--- src/hw/gpp_regs.vh ---
`ifndef GPP_REGS_VH
`define GPP_REGS_VH

// ****************************************************************
// Port count and pin width
// ****************************************************************
`define GPP_NUM_PORTS   8
`define GPP_PORT_WIDTH  8

// ****************************************************************
// Configuration register select codes
// ****************************************************************
`define GPP_SEL_DIR     3'h0
`define GPP_SEL_AFSEL   3'h1
`define GPP_SEL_DEN     3'h2
`define GPP_SEL_PDR     3'h3
`define GPP_SEL_PUR     3'h4
`define GPP_SEL_DATA    3'h5

// ****************************************************************
// Reset values and debug pin locations
// ****************************************************************
`define GPP_RST_ZERO    8'h00
`define GPP_DBG_MASK_B  8'h80
`define GPP_DBG_MASK_C  8'h0F
`define GPP_PORT_B      3'h1
`define GPP_PORT_C      3'h2
`define GPP_TRST_BIT    7

`endif

--- src/hw/gpp_top.v ---
// Summary of operation
// - Ordinary pins reset undriven, all controls cleared
// - Debug pins reset to alternate, enabled, pulled up
// - Any reset restores both pin groups' defaults
// - Port B bit 7 returns to test-reset after reset
// - Eight instances of one port module, own register sets and reset masks
// - Direction picks input capture or output drive
// - Direction 0 captures pad, 1 drives data bit
// - Address bits 9:2 mask data writes and reads
`timescale 1ns/10ps
`include "gpp_regs.vh"

// ****************************************************************
// One port: configuration, pin data and pad control
// ****************************************************************
module gpp_port #(
	parameter       W        = `GPP_PORT_WIDTH,
	parameter [7:0] DBG_MASK = `GPP_RST_ZERO
) (
	input  wire         clk_sys_in,
	input  wire         resetn_in,
	input  wire         cfg_wr_in,
	input  wire [2:0]   cfg_sel_in,
	input  wire [W-1:0] cfg_wdata_in,
	input  wire         data_wr_in,
	input  wire [W-1:0] data_mask_in,
	input  wire [W-1:0] data_wdata_in,
	input  wire [W-1:0] pad_in,
	input  wire [W-1:0] alt_out_in,
	input  wire [W-1:0] alt_oe_in,
	output reg  [W-1:0] pad_out,
	output reg  [W-1:0] pad_oe_out,
	output reg  [W-1:0] alt_in_out,
	output wire [W-1:0] direction_reg_out,
	output wire [W-1:0] alt_function_select_out,
	output wire [W-1:0] digital_enable_reg_out,
	output wire [W-1:0] pull_down_select_out,
	output wire [W-1:0] pull_up_select_out,
	output wire [W-1:0] pin_data_reg_out
);
	reg  [W-1:0] direction_reg;        // Per-pin direction, 1 drives the pad
	reg  [W-1:0] alt_function_select;  // Per-pin peripheral ownership
	reg  [W-1:0] digital_enable_reg;   // Per-pin digital path enable
	reg  [W-1:0] pull_down_select;     // Per-pin pull-down control
	reg  [W-1:0] pull_up_select;       // Per-pin pull-up control
	reg  [W-1:0] pin_data_reg;         // Per-pin data, captured or driven
	reg  [W-1:0] pad_meta;     // First synchroniser stage
	reg  [W-1:0] pad_sync;     // Second synchroniser stage
	wire [W-1:0] pad_capture;  // Pad level seen through digital enable
	wire [W-1:0] next_data;    // Next pin data value

	assign pad_capture = pad_sync & digital_enable_reg;

	// Register contents seen by the top for readback and pad controls
	assign direction_reg_out       = direction_reg;
	assign alt_function_select_out = alt_function_select;
	assign digital_enable_reg_out  = digital_enable_reg;
	assign pull_down_select_out    = pull_down_select;
	assign pull_up_select_out      = pull_up_select;
	assign pin_data_reg_out        = pin_data_reg;

	// ****************************************************************
	// Pin data: inputs capture, outputs keep masked writes
	// ****************************************************************
	genvar b;
	generate
		for (b = 0; b < W; b = b + 1) begin : g_bit
			assign next_data[b] = !direction_reg[b] ? pad_capture[b] :
				((data_wr_in && data_mask_in[b]) ? data_wdata_in[b] :
				pin_data_reg[b]);
		end
	endgenerate

	// ****************************************************************
	// Registers and pad drive
	// ****************************************************************
	always @(posedge clk_sys_in or negedge resetn_in) begin
		if (!resetn_in) begin
			// Debug pins come up in their debug role, others tristate
			direction_reg       <= `GPP_RST_ZERO;
			alt_function_select <= DBG_MASK;
			digital_enable_reg  <= DBG_MASK;
			pull_down_select    <= `GPP_RST_ZERO;
			pull_up_select      <= DBG_MASK;
			pin_data_reg        <= `GPP_RST_ZERO;
			pad_meta            <= DBG_MASK;
			pad_sync            <= DBG_MASK;
			pad_out             <= `GPP_RST_ZERO;
			pad_oe_out          <= `GPP_RST_ZERO;
			alt_in_out          <= DBG_MASK;
		end else begin
			// Two-stage synchroniser on pad inputs
			pad_meta <= pad_in;
			pad_sync <= pad_meta;
			// Configuration writes
			if (cfg_wr_in) begin
				case (cfg_sel_in)
					`GPP_SEL_DIR: begin
						direction_reg <= cfg_wdata_in;
					end
					`GPP_SEL_AFSEL: begin
						alt_function_select <= cfg_wdata_in;
					end
					`GPP_SEL_DEN: begin
						digital_enable_reg <= cfg_wdata_in;
					end
					`GPP_SEL_PDR: begin
						pull_down_select <= cfg_wdata_in;
					end
					`GPP_SEL_PUR: begin
						pull_up_select <= cfg_wdata_in;
					end
					default: begin
					end
				endcase
			end
			pin_data_reg <= next_data;
			// Alternate function owns the pad where selected
			pad_out    <= (alt_function_select & alt_out_in) |
				(~alt_function_select & pin_data_reg);
			pad_oe_out <= digital_enable_reg & ((alt_function_select & alt_oe_in) |
				(~alt_function_select & direction_reg));
			alt_in_out <= pad_capture & alt_function_select;
		end
	end
endmodule

// ****************************************************************
// Top: eight ports, shared access ports, readback
// ****************************************************************
module gpp_top #(
	parameter N = `GPP_NUM_PORTS,
	parameter W = `GPP_PORT_WIDTH
) (
	input  wire           clk_sys_in,
	input  wire           resetn_in,
	input  wire           cfg_wr_in,
	input  wire           cfg_rd_in,
	input  wire [2:0]     cfg_port_in,
	input  wire [2:0]     cfg_sel_in,
	input  wire [W-1:0]   cfg_wdata_in,
	input  wire           data_wr_in,
	input  wire [9:2]     data_addr_in,
	input  wire [W-1:0]   data_wdata_in,
	input  wire [N*W-1:0] pad_in,
	input  wire [N*W-1:0] alt_out_in,
	input  wire [N*W-1:0] alt_oe_in,
	output wire [N*W-1:0] pad_out,
	output wire [N*W-1:0] pad_oe_out,
	output wire [N*W-1:0] pull_up_out,
	output wire [N*W-1:0] pull_down_out,
	output wire [N*W-1:0] alt_in_out,
	output reg  [W-1:0]   cfg_rdata_out,
	output reg            test_reset_n_out
);
	wire [N*W-1:0] dir_all;    // Direction registers of all ports
	wire [N*W-1:0] afsel_all;  // Alternate select registers
	wire [N*W-1:0] den_all;    // Digital enable registers
	wire [N*W-1:0] data_all;   // Pin data registers
	reg  [W-1:0]   next_rdata; // Selected readback word

	// Decodes whether an access targets a given port
	function port_hit;
		input [2:0] sel;
		input [2:0] idx;
		begin
			port_hit = (sel == idx);
		end
	endfunction

	// ****************************************************************
	// Port instances
	// ****************************************************************
	genvar p;
	generate
		for (p = 0; p < N; p = p + 1) begin : g_port
			gpp_port #(
				.W        (W),
				.DBG_MASK ((p == `GPP_PORT_B) ? `GPP_DBG_MASK_B :
					((p == `GPP_PORT_C) ? `GPP_DBG_MASK_C : `GPP_RST_ZERO))
			) u_port (
				.clk_sys_in              (clk_sys_in),
				.resetn_in               (resetn_in),
				.cfg_wr_in               (cfg_wr_in && port_hit(cfg_port_in, p[2:0])),
				.cfg_sel_in              (cfg_sel_in),
				.cfg_wdata_in            (cfg_wdata_in),
				.data_wr_in              (data_wr_in && port_hit(cfg_port_in, p[2:0])),
				.data_mask_in            (data_addr_in),
				.data_wdata_in           (data_wdata_in),
				.pad_in                  (pad_in[p*W +: W]),
				.alt_out_in              (alt_out_in[p*W +: W]),
				.alt_oe_in               (alt_oe_in[p*W +: W]),
				.pad_out                 (pad_out[p*W +: W]),
				.pad_oe_out              (pad_oe_out[p*W +: W]),
				.alt_in_out              (alt_in_out[p*W +: W]),
				.direction_reg_out       (dir_all[p*W +: W]),
				.alt_function_select_out (afsel_all[p*W +: W]),
				.digital_enable_reg_out  (den_all[p*W +: W]),
				.pull_down_select_out    (pull_down_out[p*W +: W]),
				.pull_up_select_out      (pull_up_out[p*W +: W]),
				.pin_data_reg_out        (data_all[p*W +: W])
			);
		end
	endgenerate

	// ****************************************************************
	// Readback select; pin data reads are masked by address
	// ****************************************************************
	always @* begin
		case (cfg_sel_in)
			`GPP_SEL_DIR:   next_rdata = dir_all[cfg_port_in*W +: W];
			`GPP_SEL_AFSEL: next_rdata = afsel_all[cfg_port_in*W +: W];
			`GPP_SEL_DEN:   next_rdata = den_all[cfg_port_in*W +: W];
			`GPP_SEL_PDR:   next_rdata = pull_down_out[cfg_port_in*W +: W];
			`GPP_SEL_PUR:   next_rdata = pull_up_out[cfg_port_in*W +: W];
			`GPP_SEL_DATA:  next_rdata = data_all[cfg_port_in*W +: W] & data_addr_in;
			default:        next_rdata = `GPP_RST_ZERO;
		endcase
	end

	// ****************************************************************
	// Readback and debug test-reset output
	// ****************************************************************
	always @(posedge clk_sys_in or negedge resetn_in) begin
		if (!resetn_in) begin
			cfg_rdata_out    <= `GPP_RST_ZERO;
			test_reset_n_out <= 1'b1;
		end else begin
			// Read data holds until the next read
			if (cfg_rd_in) begin
				cfg_rdata_out <= next_rdata;
			end
			// Low pin resets the test controller while in debug role
			test_reset_n_out <= ~afsel_all[`GPP_PORT_B*W + `GPP_TRST_BIT] |
				alt_in_out[`GPP_PORT_B*W + `GPP_TRST_BIT];
		end
	end
endmodule

--- config.mk ---
export PLATFORM = sky130hd
export DESIGN_NAME = gpp_top
export DESIGN_NICKNAME = d
export VERILOG_FILES = /design/src/hw/gpp_top.v
export VERILOG_INCLUDE_DIRS = /design/src /design/src/hw
export SDC_FILE = /design/constraint.sdc
export NUM_CORES = 1
export LEC_CHECK = 0
export BUFFER_PORTS_ARGS = -buffer_cell sky130_fd_sc_hd__buf_2
export CORE_UTILIZATION = 50
export CTS_CLUSTER_DIAMETER = 120
export CTS_CLUSTER_SIZE = 14
export DETAILED_ROUTE_END_ITERATION = 10
export GPL_TIMING_DRIVEN = 0
export PLACE_DENSITY = 0.81
export SYNTH_ARGS = -nofsm -noshare
export SYNTH_HDL_FRONTEND = slang
export SYNTH_SLANG_ARGS = --single-unit
--- constraint.sdc ---
create_clock -name clk_sys_in -period 1.9 [get_ports clk_sys_in]
set_input_delay 0.19 -clock clk_sys_in [delete_from_list [all_inputs] [get_ports clk_sys_in]]
set_output_delay 0.19 -clock clk_sys_in [all_outputs]
set_load 0.02 [all_outputs]
# Word-level counts from Yosys, hierarchy flattened
# Cells that the tools add are included.
word_totals:
  register_bits: 713
  inputBits: 227
  out_inout_bits: 329
  elab_cells: 562
classes:
  eq_ne: 76
  n_shift: 6
  n_mux: 129
  bitwise_logic: 83
  n_reduce_logical: 122
ops:
  columns: ["op", "n"]
  rows:
  - ["8-bit bitwise AND", 57]
  - ["64-bit by 7-bit variable part select with 8-bit output", 6]
  - ["1-bit 2-to-1 mux", 128]
  - ["2-bit inequality test, second input constant", 64]
  - ["8-bit OR", 16]
  - ["1-bit logical AND", 80]
  - ["2-bit AND reduction", 40]
  - ["8-bit inverter", 8]
  - ["8-bit case mux with 6 select lines", 1]
  - ["3-bit equality test, second input constant", 6]
  - ["3-bit by 2-bit equality test with 1-bit output, second input constant", 4]
  - ["3-bit by 1-bit equality test with 1-bit output, second input constant", 2]
  - ["3-bit logical NOT", 2]
  - ["1-bit inverter", 1]
  - ["1-bit OR", 1]

# Longest topological paths before layout
# Gate-level depths: netlist (run 1).
depth:
  word_depth: 5
  depth_mapped: 9

# Cells and area by module
# A second synthesis (run 1) with hierarchy kept.
hier_totals:
  cells_unflattened: 2095
  area_unflattened_um2: 29587.1
by_module_without_submodules:
  columns: ["mod", "n_inst", "cells_each", "area_per_inst_um2"]
  rows:
  - ["gpp_port (g_port[0].u_port ...)", 6, 202, 3221.8]
  - ["gpp_top", 1, 479, 3774.9]
  - ["gpp_port (g_port[2].u_port)", 1, 202, 3251.9]
  - ["gpp_port (g_port[1].u_port)", 1, 202, 3229.3]

# Worst setup path after synthesis (run 1)
# Ideal clock, no wire load.
synth_path:
  path_kind: "input-to-reg"
  startpoint: "input port cfg_port_in[0]"
  endpoint: "register cfg_rdata_out[3]"
  setup_ns: 0.126
  t_arrival_ns: 1.644
  t_required_ns: 1.774
  setup_slack_ns: 0.130
  path_stages: 6
  path_buffers: 2
  path_cell_list: "buf_4 buf_2 mux4_2 nand2_1 o211ai_1 a221o_1"
synth_between:
  elab_chain_len: 3
  elab_cells_between_ends: 8
  cone_classes: "shift: 6; mux: 1; bitwise: 1"
synth_rtl:
  columns: ["element", "line_no", "rtl"]
  rows:
  - ["start, declared", "gpp_top.v:139", "input wire [2:0] cfg_port_in,"]
  - ["64-bit by 7-bit variable part select with 8-bit output", "gpp_top.v:216", "`GPP_SEL_DATA: next_rdata = data_all[cfg_port_in*W +: W] & data_addr_in;"]
  - ["8-bit bitwise AND", "gpp_top.v:216", null]
  - ["8-bit case mux with 6 select lines *", "gpp_top.v:210", "case (cfg_sel_in)"]
  - ["end signal, assigned", "gpp_top.v:226", "cfg_rdata_out <= `GPP_RST_ZERO;"]
  - ["end signal, assigned", "gpp_top.v:231", "cfg_rdata_out <= next_rdata;"]
  - ["end, declared", "gpp_top.v:153", "output reg [W-1:0] cfg_rdata_out,"]
# Mark *: on every way between the ends. The rest lies on a longest branch, timed or not.
# A chain may end at the register's enable or synchronous reset.

# Worst setup path after layout (run 1)
layout_path:
  startpoint: "input port cfg_port_in[1]"
  endpoint: "register g_port[6].u_port.pull_down_select[2]"
layout_between:
  elab_chain_len: 3
layout_rtl:
  columns: ["element", "line_no", "rtl"]
  rows:
  - ["3-bit equality test", "gpp_top.v:167", "port_hit = (sel == idx);"]
  - ["1-bit logical AND", "gpp_top.v:184", ".cfg_wr_in (cfg_wr_in && port_hit(cfg_port_in, p[2:0])),"]
  - ["2-bit AND reduction (no source line)", null, null]
  - ["end signal, assigned", "gpp_top.v:83", "pull_down_select <= `GPP_RST_ZERO;"]
  - ["end signal, assigned", "gpp_top.v:108", "pull_down_select <= cfg_wdata_in;"]
  - ["end, declared", "gpp_top.v:44", "reg [W-1:0] pull_down_select;"]
# Every way passes these cells.

==> results of run 1 <==
-- critical path: stages --
cell     delay [ps]
buf_2           150
buf_2           310
nor2b_1         460
nand3_2         320
nor2_2          800
mux2_2          410
-- registers in the layout, indices dropped and copies added (netlist names) --
register	count
g_port.u_port.pad_oe_out	64
cfg_rdata_out	8
g_port.u_port.pad_meta	64
g_port.u_port.pull_up_select_out	64
g_port.u_port.direction_reg_out	64
g_port.u_port.pad_sync	64
g_port.u_port.alt_function_select_out	64
g_port.u_port.alt_in_out	64
g_port.u_port.digital_enable_reg_out	64
g_port.u_port.pad_out	64
g_port.u_port.pin_data_reg_out	64
test_reset_n_out	1
g_port.u_port.pull_down_select_out	64
-- power by group through the flow --
stage	combinational, mW	clock (mW)	sequential, mW
after floorplan	2.73	0	19.3
after global routing	7.23	11.5	19.1
after detailed placement	6.41	0	19.1
after CTS	6.77	10.9	18.8
final	6.92	10.9	19.0
after global placement	6.22	0	19.0
-- cell families (layout without fill, tap and decap cells) --
kind of cell / after synthesis / in the layout / synth area share (%)
buf+inv: 112 / 923 / 1.84
other cells: 0 / 7 / 0
mux: 599 / 599 / 23.5
simple gates: 341 / 341 / 6.44
flops: 713 / 713 / 61.3
compound gates: 327 / 327 / 6.90
-- how the worst min path moves through the flow --
stage | startpoint | endpoint | depth (start not counted) | slack, ps
final | resetn_in | g_port[0].u_port.pad_out[3] | 1 | -670
after global routing | resetn_in | g_port[0].u_port.pad_out[3] | 1 | -680
after CTS | resetn_in | g_port[0].u_port.pad_out[3] | 1 | -690
after detailed placement | resetn_in | g_port[0].u_port.pad_oe_out[3] | 1 | -20
after global placement | pad_in[17] | g_port[2].u_port.pad_meta[1] | 1 | 300
after floorplan | resetn_in | cfg_rdata_out[0] | 0 | -110
-- repair_timing --
action,in CTS,in global routing
hold endpoints to repair,303,111
resized for setup,19,29
cloned,0,1
setup buffers,0,1
endpoints found under the setup margin,141,279
pin swaps,0,1
-- through the flow --
step | total power, mW | setup TNS, ps | std cells
3_5_place_dp | 25.5 | -311860 | 3395
5_1_grt | 37.9 | -2490 | 3670
3_3_place_gp | 25.3 | -9702530 | 3388
2_1_floorplan | 22.1 | 0 | 2092
4_1_cts | 36.6 | -906 | 3668
6_report | 36.9 | -4150 | 3675
-- area by class of cell --
class                           count  area, um2
Tap cell                          765        957
Clock buffer                       80       1510
Antenna cell                        7       17.5
Multi-Input combinational cell   1267      10900
Timing Repair Buffer              732       4810
Fill cell                        4333      21100
Clock inverter                      2       17.5
Sequential cell                   713      17900
Inverter                            3       11.3
Buffer                            106        538
-- Yosys cell counts (all sizes together), types with 6 or more instances --
cell type	instances
a211oi	25
a21oi	160
a221oi	33
a22oi	22
a31oi	7
and3	67
buf	57
clkbuf	52
dfrtp	682
dfstp	31
mux2	399
mux2i	170
mux4	30
nand2	118
nand2b	10
nand3	7
nand4	6
nor2	37
nor2b	69
nor3	12
o21ai	41
-- routing by layer --
metal | GRT usage, % | part of all wire [%] | vias up
met5 | 0 | 0.090 | -
met4 | 23.2 | 7.0 | 16
met3 | 14.3 | 13 | 422
met2 | 59.0 | 44 | 1674
met1 | 51.1 | 36 | 11871
li1 | - | - | 9162
==> flow_summary.yaml, run 1 <==
status:
  violations: "negative hold slack, max-capacitance violations, max-slew violations, negative setup slack"
  status: "finished, violations left"
critical_path:
  rr_worst_depth: 6
  crit_end: "g_port[6].u_port.pull_down_select_out[2]"
  startpoint_type: "input port"
  r2r-start: "g_port[7].u_port.pull_up_select_out[6]"
  cp_data_required_time_ps: 2410
  end_kind: "flip-flop"
  crit_path_max_fanout: 10
  crit_arrival_ps: 2650
  r2r_setup_slack_ps: 0
  crit_type: "in2reg"
  r2r-end: "cfg_rdata_out[6]"
  critPathLaunch: "cfg_port_in[1]"
yosys:
  synth_warnings: 0
  synthFlopType: "dfrtp_1"
  synthesis.nets: 2319
  synth_cell_types: 60
  syn_area_per_cell_um2: 13.9
  yosysTopAreaCell: "dfrtp_1"
  synth-edff-count: 0
  yosysSeqAreaShare_pct: 61.3
  synth.area.top_cells: "dfrtp_1 (58%), mux2_2 (15%), mux2i_1 (5.8%), dfstp_2 (2.8%), a21oi_1 (2.7%)"
  async_reset_ff_share_pct: 100
  postSynthCellCount: 2092
  syn_area_mm2: 0.0292
  ys_seq_elements: 713
  synth_top_area_share_pct: 58.5
finish:
  final_layout_size_suffix_gt1_share_pct: 40.0
  nets: 3106
  final_core_util_pct: 63.5
  design_area_mm2: 0.0366
  syn2layout_area_growth_pct: 25.5
  layout_commonest_cell: "dfrtp_1"
  mostFrequentLayoutCells: "dfrtp_1 (678), buf_2 (555), mux2_2 (395)"
die:
  die_area_mm2: 0.0593
  rows: 88
  io_pins: 556
  die_w_um: 244
  dieHeight_um: 244
  start_util_pct: 50.6
  core_area_mm2: 0.0577
power_and_ir_drop:
  peakVddDrop_mv: 0.773
  power.switching_mw: 11.5
  p_comb_share_pct: 18.8
  clock_power_share_pct: 29.7
  p_int_mw: 25.4
  switching_share_pct: 31.2
  cellLeakagePower_nw: 18.1
  pwr-share-seq_pct: 51.6
  power.density_mw_per_mm2: 1010
sta:
  finalSetupViolations: 53
  finalCriticalPeriod_ps: 2140
  period_share_pct: 113
  maxSlewViolCount: 10
  finalHoldViolations: 111
  worst_pin_slew_ps: 1540
  relSlewSlack_pct: -2.39
  skew_ps: 30.2
  fin_ws_ps: -240
  fin_hold_ws_ps: -667
  rsz0062_at_grt: "yes"
  max_freq_mhz: 467
detailed_routing:
  final_antenna_net_count: 0
  wl_mm: 120
  route.vias.total: 23145
  detail_route.first_pass.iterations: 6
  via_per_inst: 6.30
  route.detailed.drc: 0
  wl_per_cell_um: 32.6
  drtIter0Drc: 3056
cts:
  path_clk_slew_ps: 70
  clk_latency_ps: 650
  cts_buffers: 56
  cts_tree: "yes"
  clock-root-buffer: "clkbuf_16"
  h-tree-depth: 2
  clock-sinks: 713
  clk_path_buf_depth: 3
  cts_hold_buf: 192
hold_path:
  hp-class: "in2async"
placement:
  routabilityCongestion: 0.980
  port_buffers: 531
  postPlaceCellArea_mm2: 0.0330
  pre_cts_slack_ps: -1090
  dp_hpwl_mm: 84.4
global_route:
  grt_first_pass_wirelength_mm: 167
  grt_max_degree: 132
  grt_overflow: 0
  gr-usage-all-layers_pct: 40.0
  grt_pass1_vias: 23125
  grt_antenna_before_repair: 13
run:
  cap_violations: 2
No activity file was read; power rests on OpenSTA's default activity.
==> inputs of run 2 (changes only) <==
- CORE_UTILIZATION: 50 -> 55
- PLACE_DENSITY: 0.81 -> 0.87
- REMOVE_ABC_BUFFERS: not set -> 1
==> run 2 against run 1 <==
  * The flow finishes with violations (negative setup slack)
  * Via count is 1.3% lower
  * Clock power hardly changed
  * Worst hold slack better by 730 ps
  * Wire length is 8.9% lower
  * Combinational power is 2% lower
  * First-iteration DRC count is 18% lower
  * Critical endpoint is now g_port[1].u_port.pin_data_reg_out[7]
  * Largest cell class unchanged
==> flow_summary.yaml, run 2 (synthesis gave the netlist of run 1 again) <==
status:
  status: "finished, violations left"
  violations: "negative setup slack"
global_route:
  grt_first_pass_wirelength_mm: 155
  grt_pass1_vias: 23636
  gr-usage-all-layers_pct: 40.3
  grt_overflow: 0
  grt_antenna_before_repair: 5
  grt_max_degree: 131
finish:
  final_layout_size_suffix_gt1_share_pct: 41.8
  fill_cells: 3372
  multi_input_area_mm2: 0.0110
  final_core_util_pct: 70.6
  nets: 3080
  layout_commonest_cell: "dfrtp_1"
  syn2layout_area_growth_pct: 26.9
  design_area_mm2: 0.0370
  layout.area.seq_mm2: 0.0179
  mostFrequentLayoutCells: "dfrtp_1 (681), buf_2 (548), mux2_2 (395)"
sta:
  max_freq_mhz: 510
  rsz0062_at_grt: "yes"
  skew_ps: 18.0
  relSlewSlack_pct: 37.3
  finalHoldViolations: 0
  period_share_pct: 103
  finalSetupViolations: 12
  fin_ws_ps: -60.8
  maxSlewViolCount: 0
  finalCriticalPeriod_ps: 1960
  worst_pin_slew_ps: 939
placement:
  port_buffers: 555
  routabilityCongestion: 0.904
  postPlaceCellArea_mm2: 0.0327
  dp_hpwl_mm: 69.8
detailed_routing:
  wl_mm: 109
  final_antenna_net_count: 0
  via_per_inst: 6.38
  route.vias.total: 22850
  wl_per_cell_um: 30.5
  detail_route.first_pass.iterations: 7
  route.detailed.drc: 0
  drtIter0Drc: 2491
critical_path:
  cp_data_required_time_ps: 2390
  cp.depth: 7
  path_cells: "buf_6 -> buf_16 -> nand2b_4 -> nor2_2 -> nand2_1 -> mux2i_1 -> a21oi_1"
  crit_path_max_fanout: 31
  rr_worst_depth: 6
  crit_arrival_ps: 2460
  path_delay_family: "simple AND/OR/NAND/NOR gates"
  path_buf_inv: 2
  cp_slowest_stage_delay_ps: 830
  cp_slowest_cell: "nor2_2"
  end_kind: "flip-flop"
  crit_type: "in2reg"
  startpoint_type: "input port"
die:
  die_w_um: 232
  io_pins: 556
  dieHeight_um: 232
  rows: 84
  core_area_mm2: 0.0524
  start_util_pct: 55.6
  die_area_mm2: 0.0540
hold_path:
  hp-class: "in2reg"
  worstHoldPathCells: 3
cts:
  clk_latency_ps: 620
  cts_tree: "yes"
  clock-root-buffer: "clkbuf_16"
  h-tree-depth: 2
  cts_buffers: 56
  clock-sinks: 713
  clk_path_buf_depth: 3
  path_clk_slew_ps: 70
power_and_ir_drop:
  power.density_mw_per_mm2: 987
  p_total_mw: 36.5
  cellLeakagePower_nw: 18.4
  peakVddDrop_mv: 0.906
run:
  cap_violations: 0
## run 2: changes by cell type in the layout (fill, tap and decap cells not counted), sizes merged
cell	delta
inv	-2
clkbuf	-36
diode	-4
buf	+18
dlygate4sd3	+5
## run 2: worst paths after layout
| check | endpoint | slack [ps] | startpoint |
|---|---|---|---|
| setup / recovery | g_port[1].u_port.pin_data_reg_out[7] | -60 | cfg_port_in[0] |
| hold / removal | g_port[6].u_port.pin_data_reg_out[6] | 60 | data_wdata_in[6] |
| setup reg to reg | cfg_rdata_out[2] | -30 | g_port[5].u_port.alt_function_select_out[2] |
| hold reg to reg | g_port[3].u_port.pad_sync[3] | 340 | g_port[3].u_port.pad_meta[3] |
| max in group asynchronous | g_port[2].u_port.pull_up_select_out[2] | 300 | resetn_in |
| min in group asynchronous | g_port[0].u_port.alt_in_out[5] | 120 | resetn_in |
## run 2: layout make-up
type,instances,share of cell area [%]
Sequential cell,713,48.3
Clock buffer,93,4.22
Inverter,3,0.0304
Multi-Input combinational cell,1267,29.8
Timing Repair Buffer,812,15.3
Tap cell,688,2.32
Antenna cell,3,0.0203
## run 2: routing by layer
layer,track usage (%),vias to the layer above,part of all wire [%]
li1,-,9141,-
met1,49.2,11570,35
met2,62.1,1681,46
met3,12.5,456,12
met4,25.7,2,7.5
met5,0,-,0.012
## run 2: power by group
group          switching, mW  internal, mW  leakage, nW
Sequential              1.75          17.0         9.22
Combinational           3.84          2.97         8.43
Clock                   5.45          5.55        0.745
Total                   11.0          25.5         18.4
## run 2: stage by stage
stage / cells / TNS [ps] / setup WS [ps] / hold slack (ps)
5_1_grt: 3579 / -356 / -70.8 / 42.1
3_5_place_dp: 3242 / -666530 / -2280 / 244
6_report: 3579 / -237 / -60.8 / 61.0
2_1_floorplan: 1983 / -3300 / -147 / -106
3_3_place_gp: 3226 / - / -13480 / 297
4_1_cts: 3570 / -78.9 / -28.0 / 12.5
## run 2: tightest hold or removal path, cell delays in order
cell     delay [ps]
buf_2           200
mux2i_1         150
a21oi_1          80
## run 2: repair_timing
item / 4_1_cts / 5_1_grt
hold buffers: 197 / 0
setup endpoints to repair: 392 / 267
cloned: 0 / 1
buffers inserted: 38 / 5
endpoints found under the hold margin: 289 / 0
pin swaps: 13 / 5
resized for setup: 67 / 18
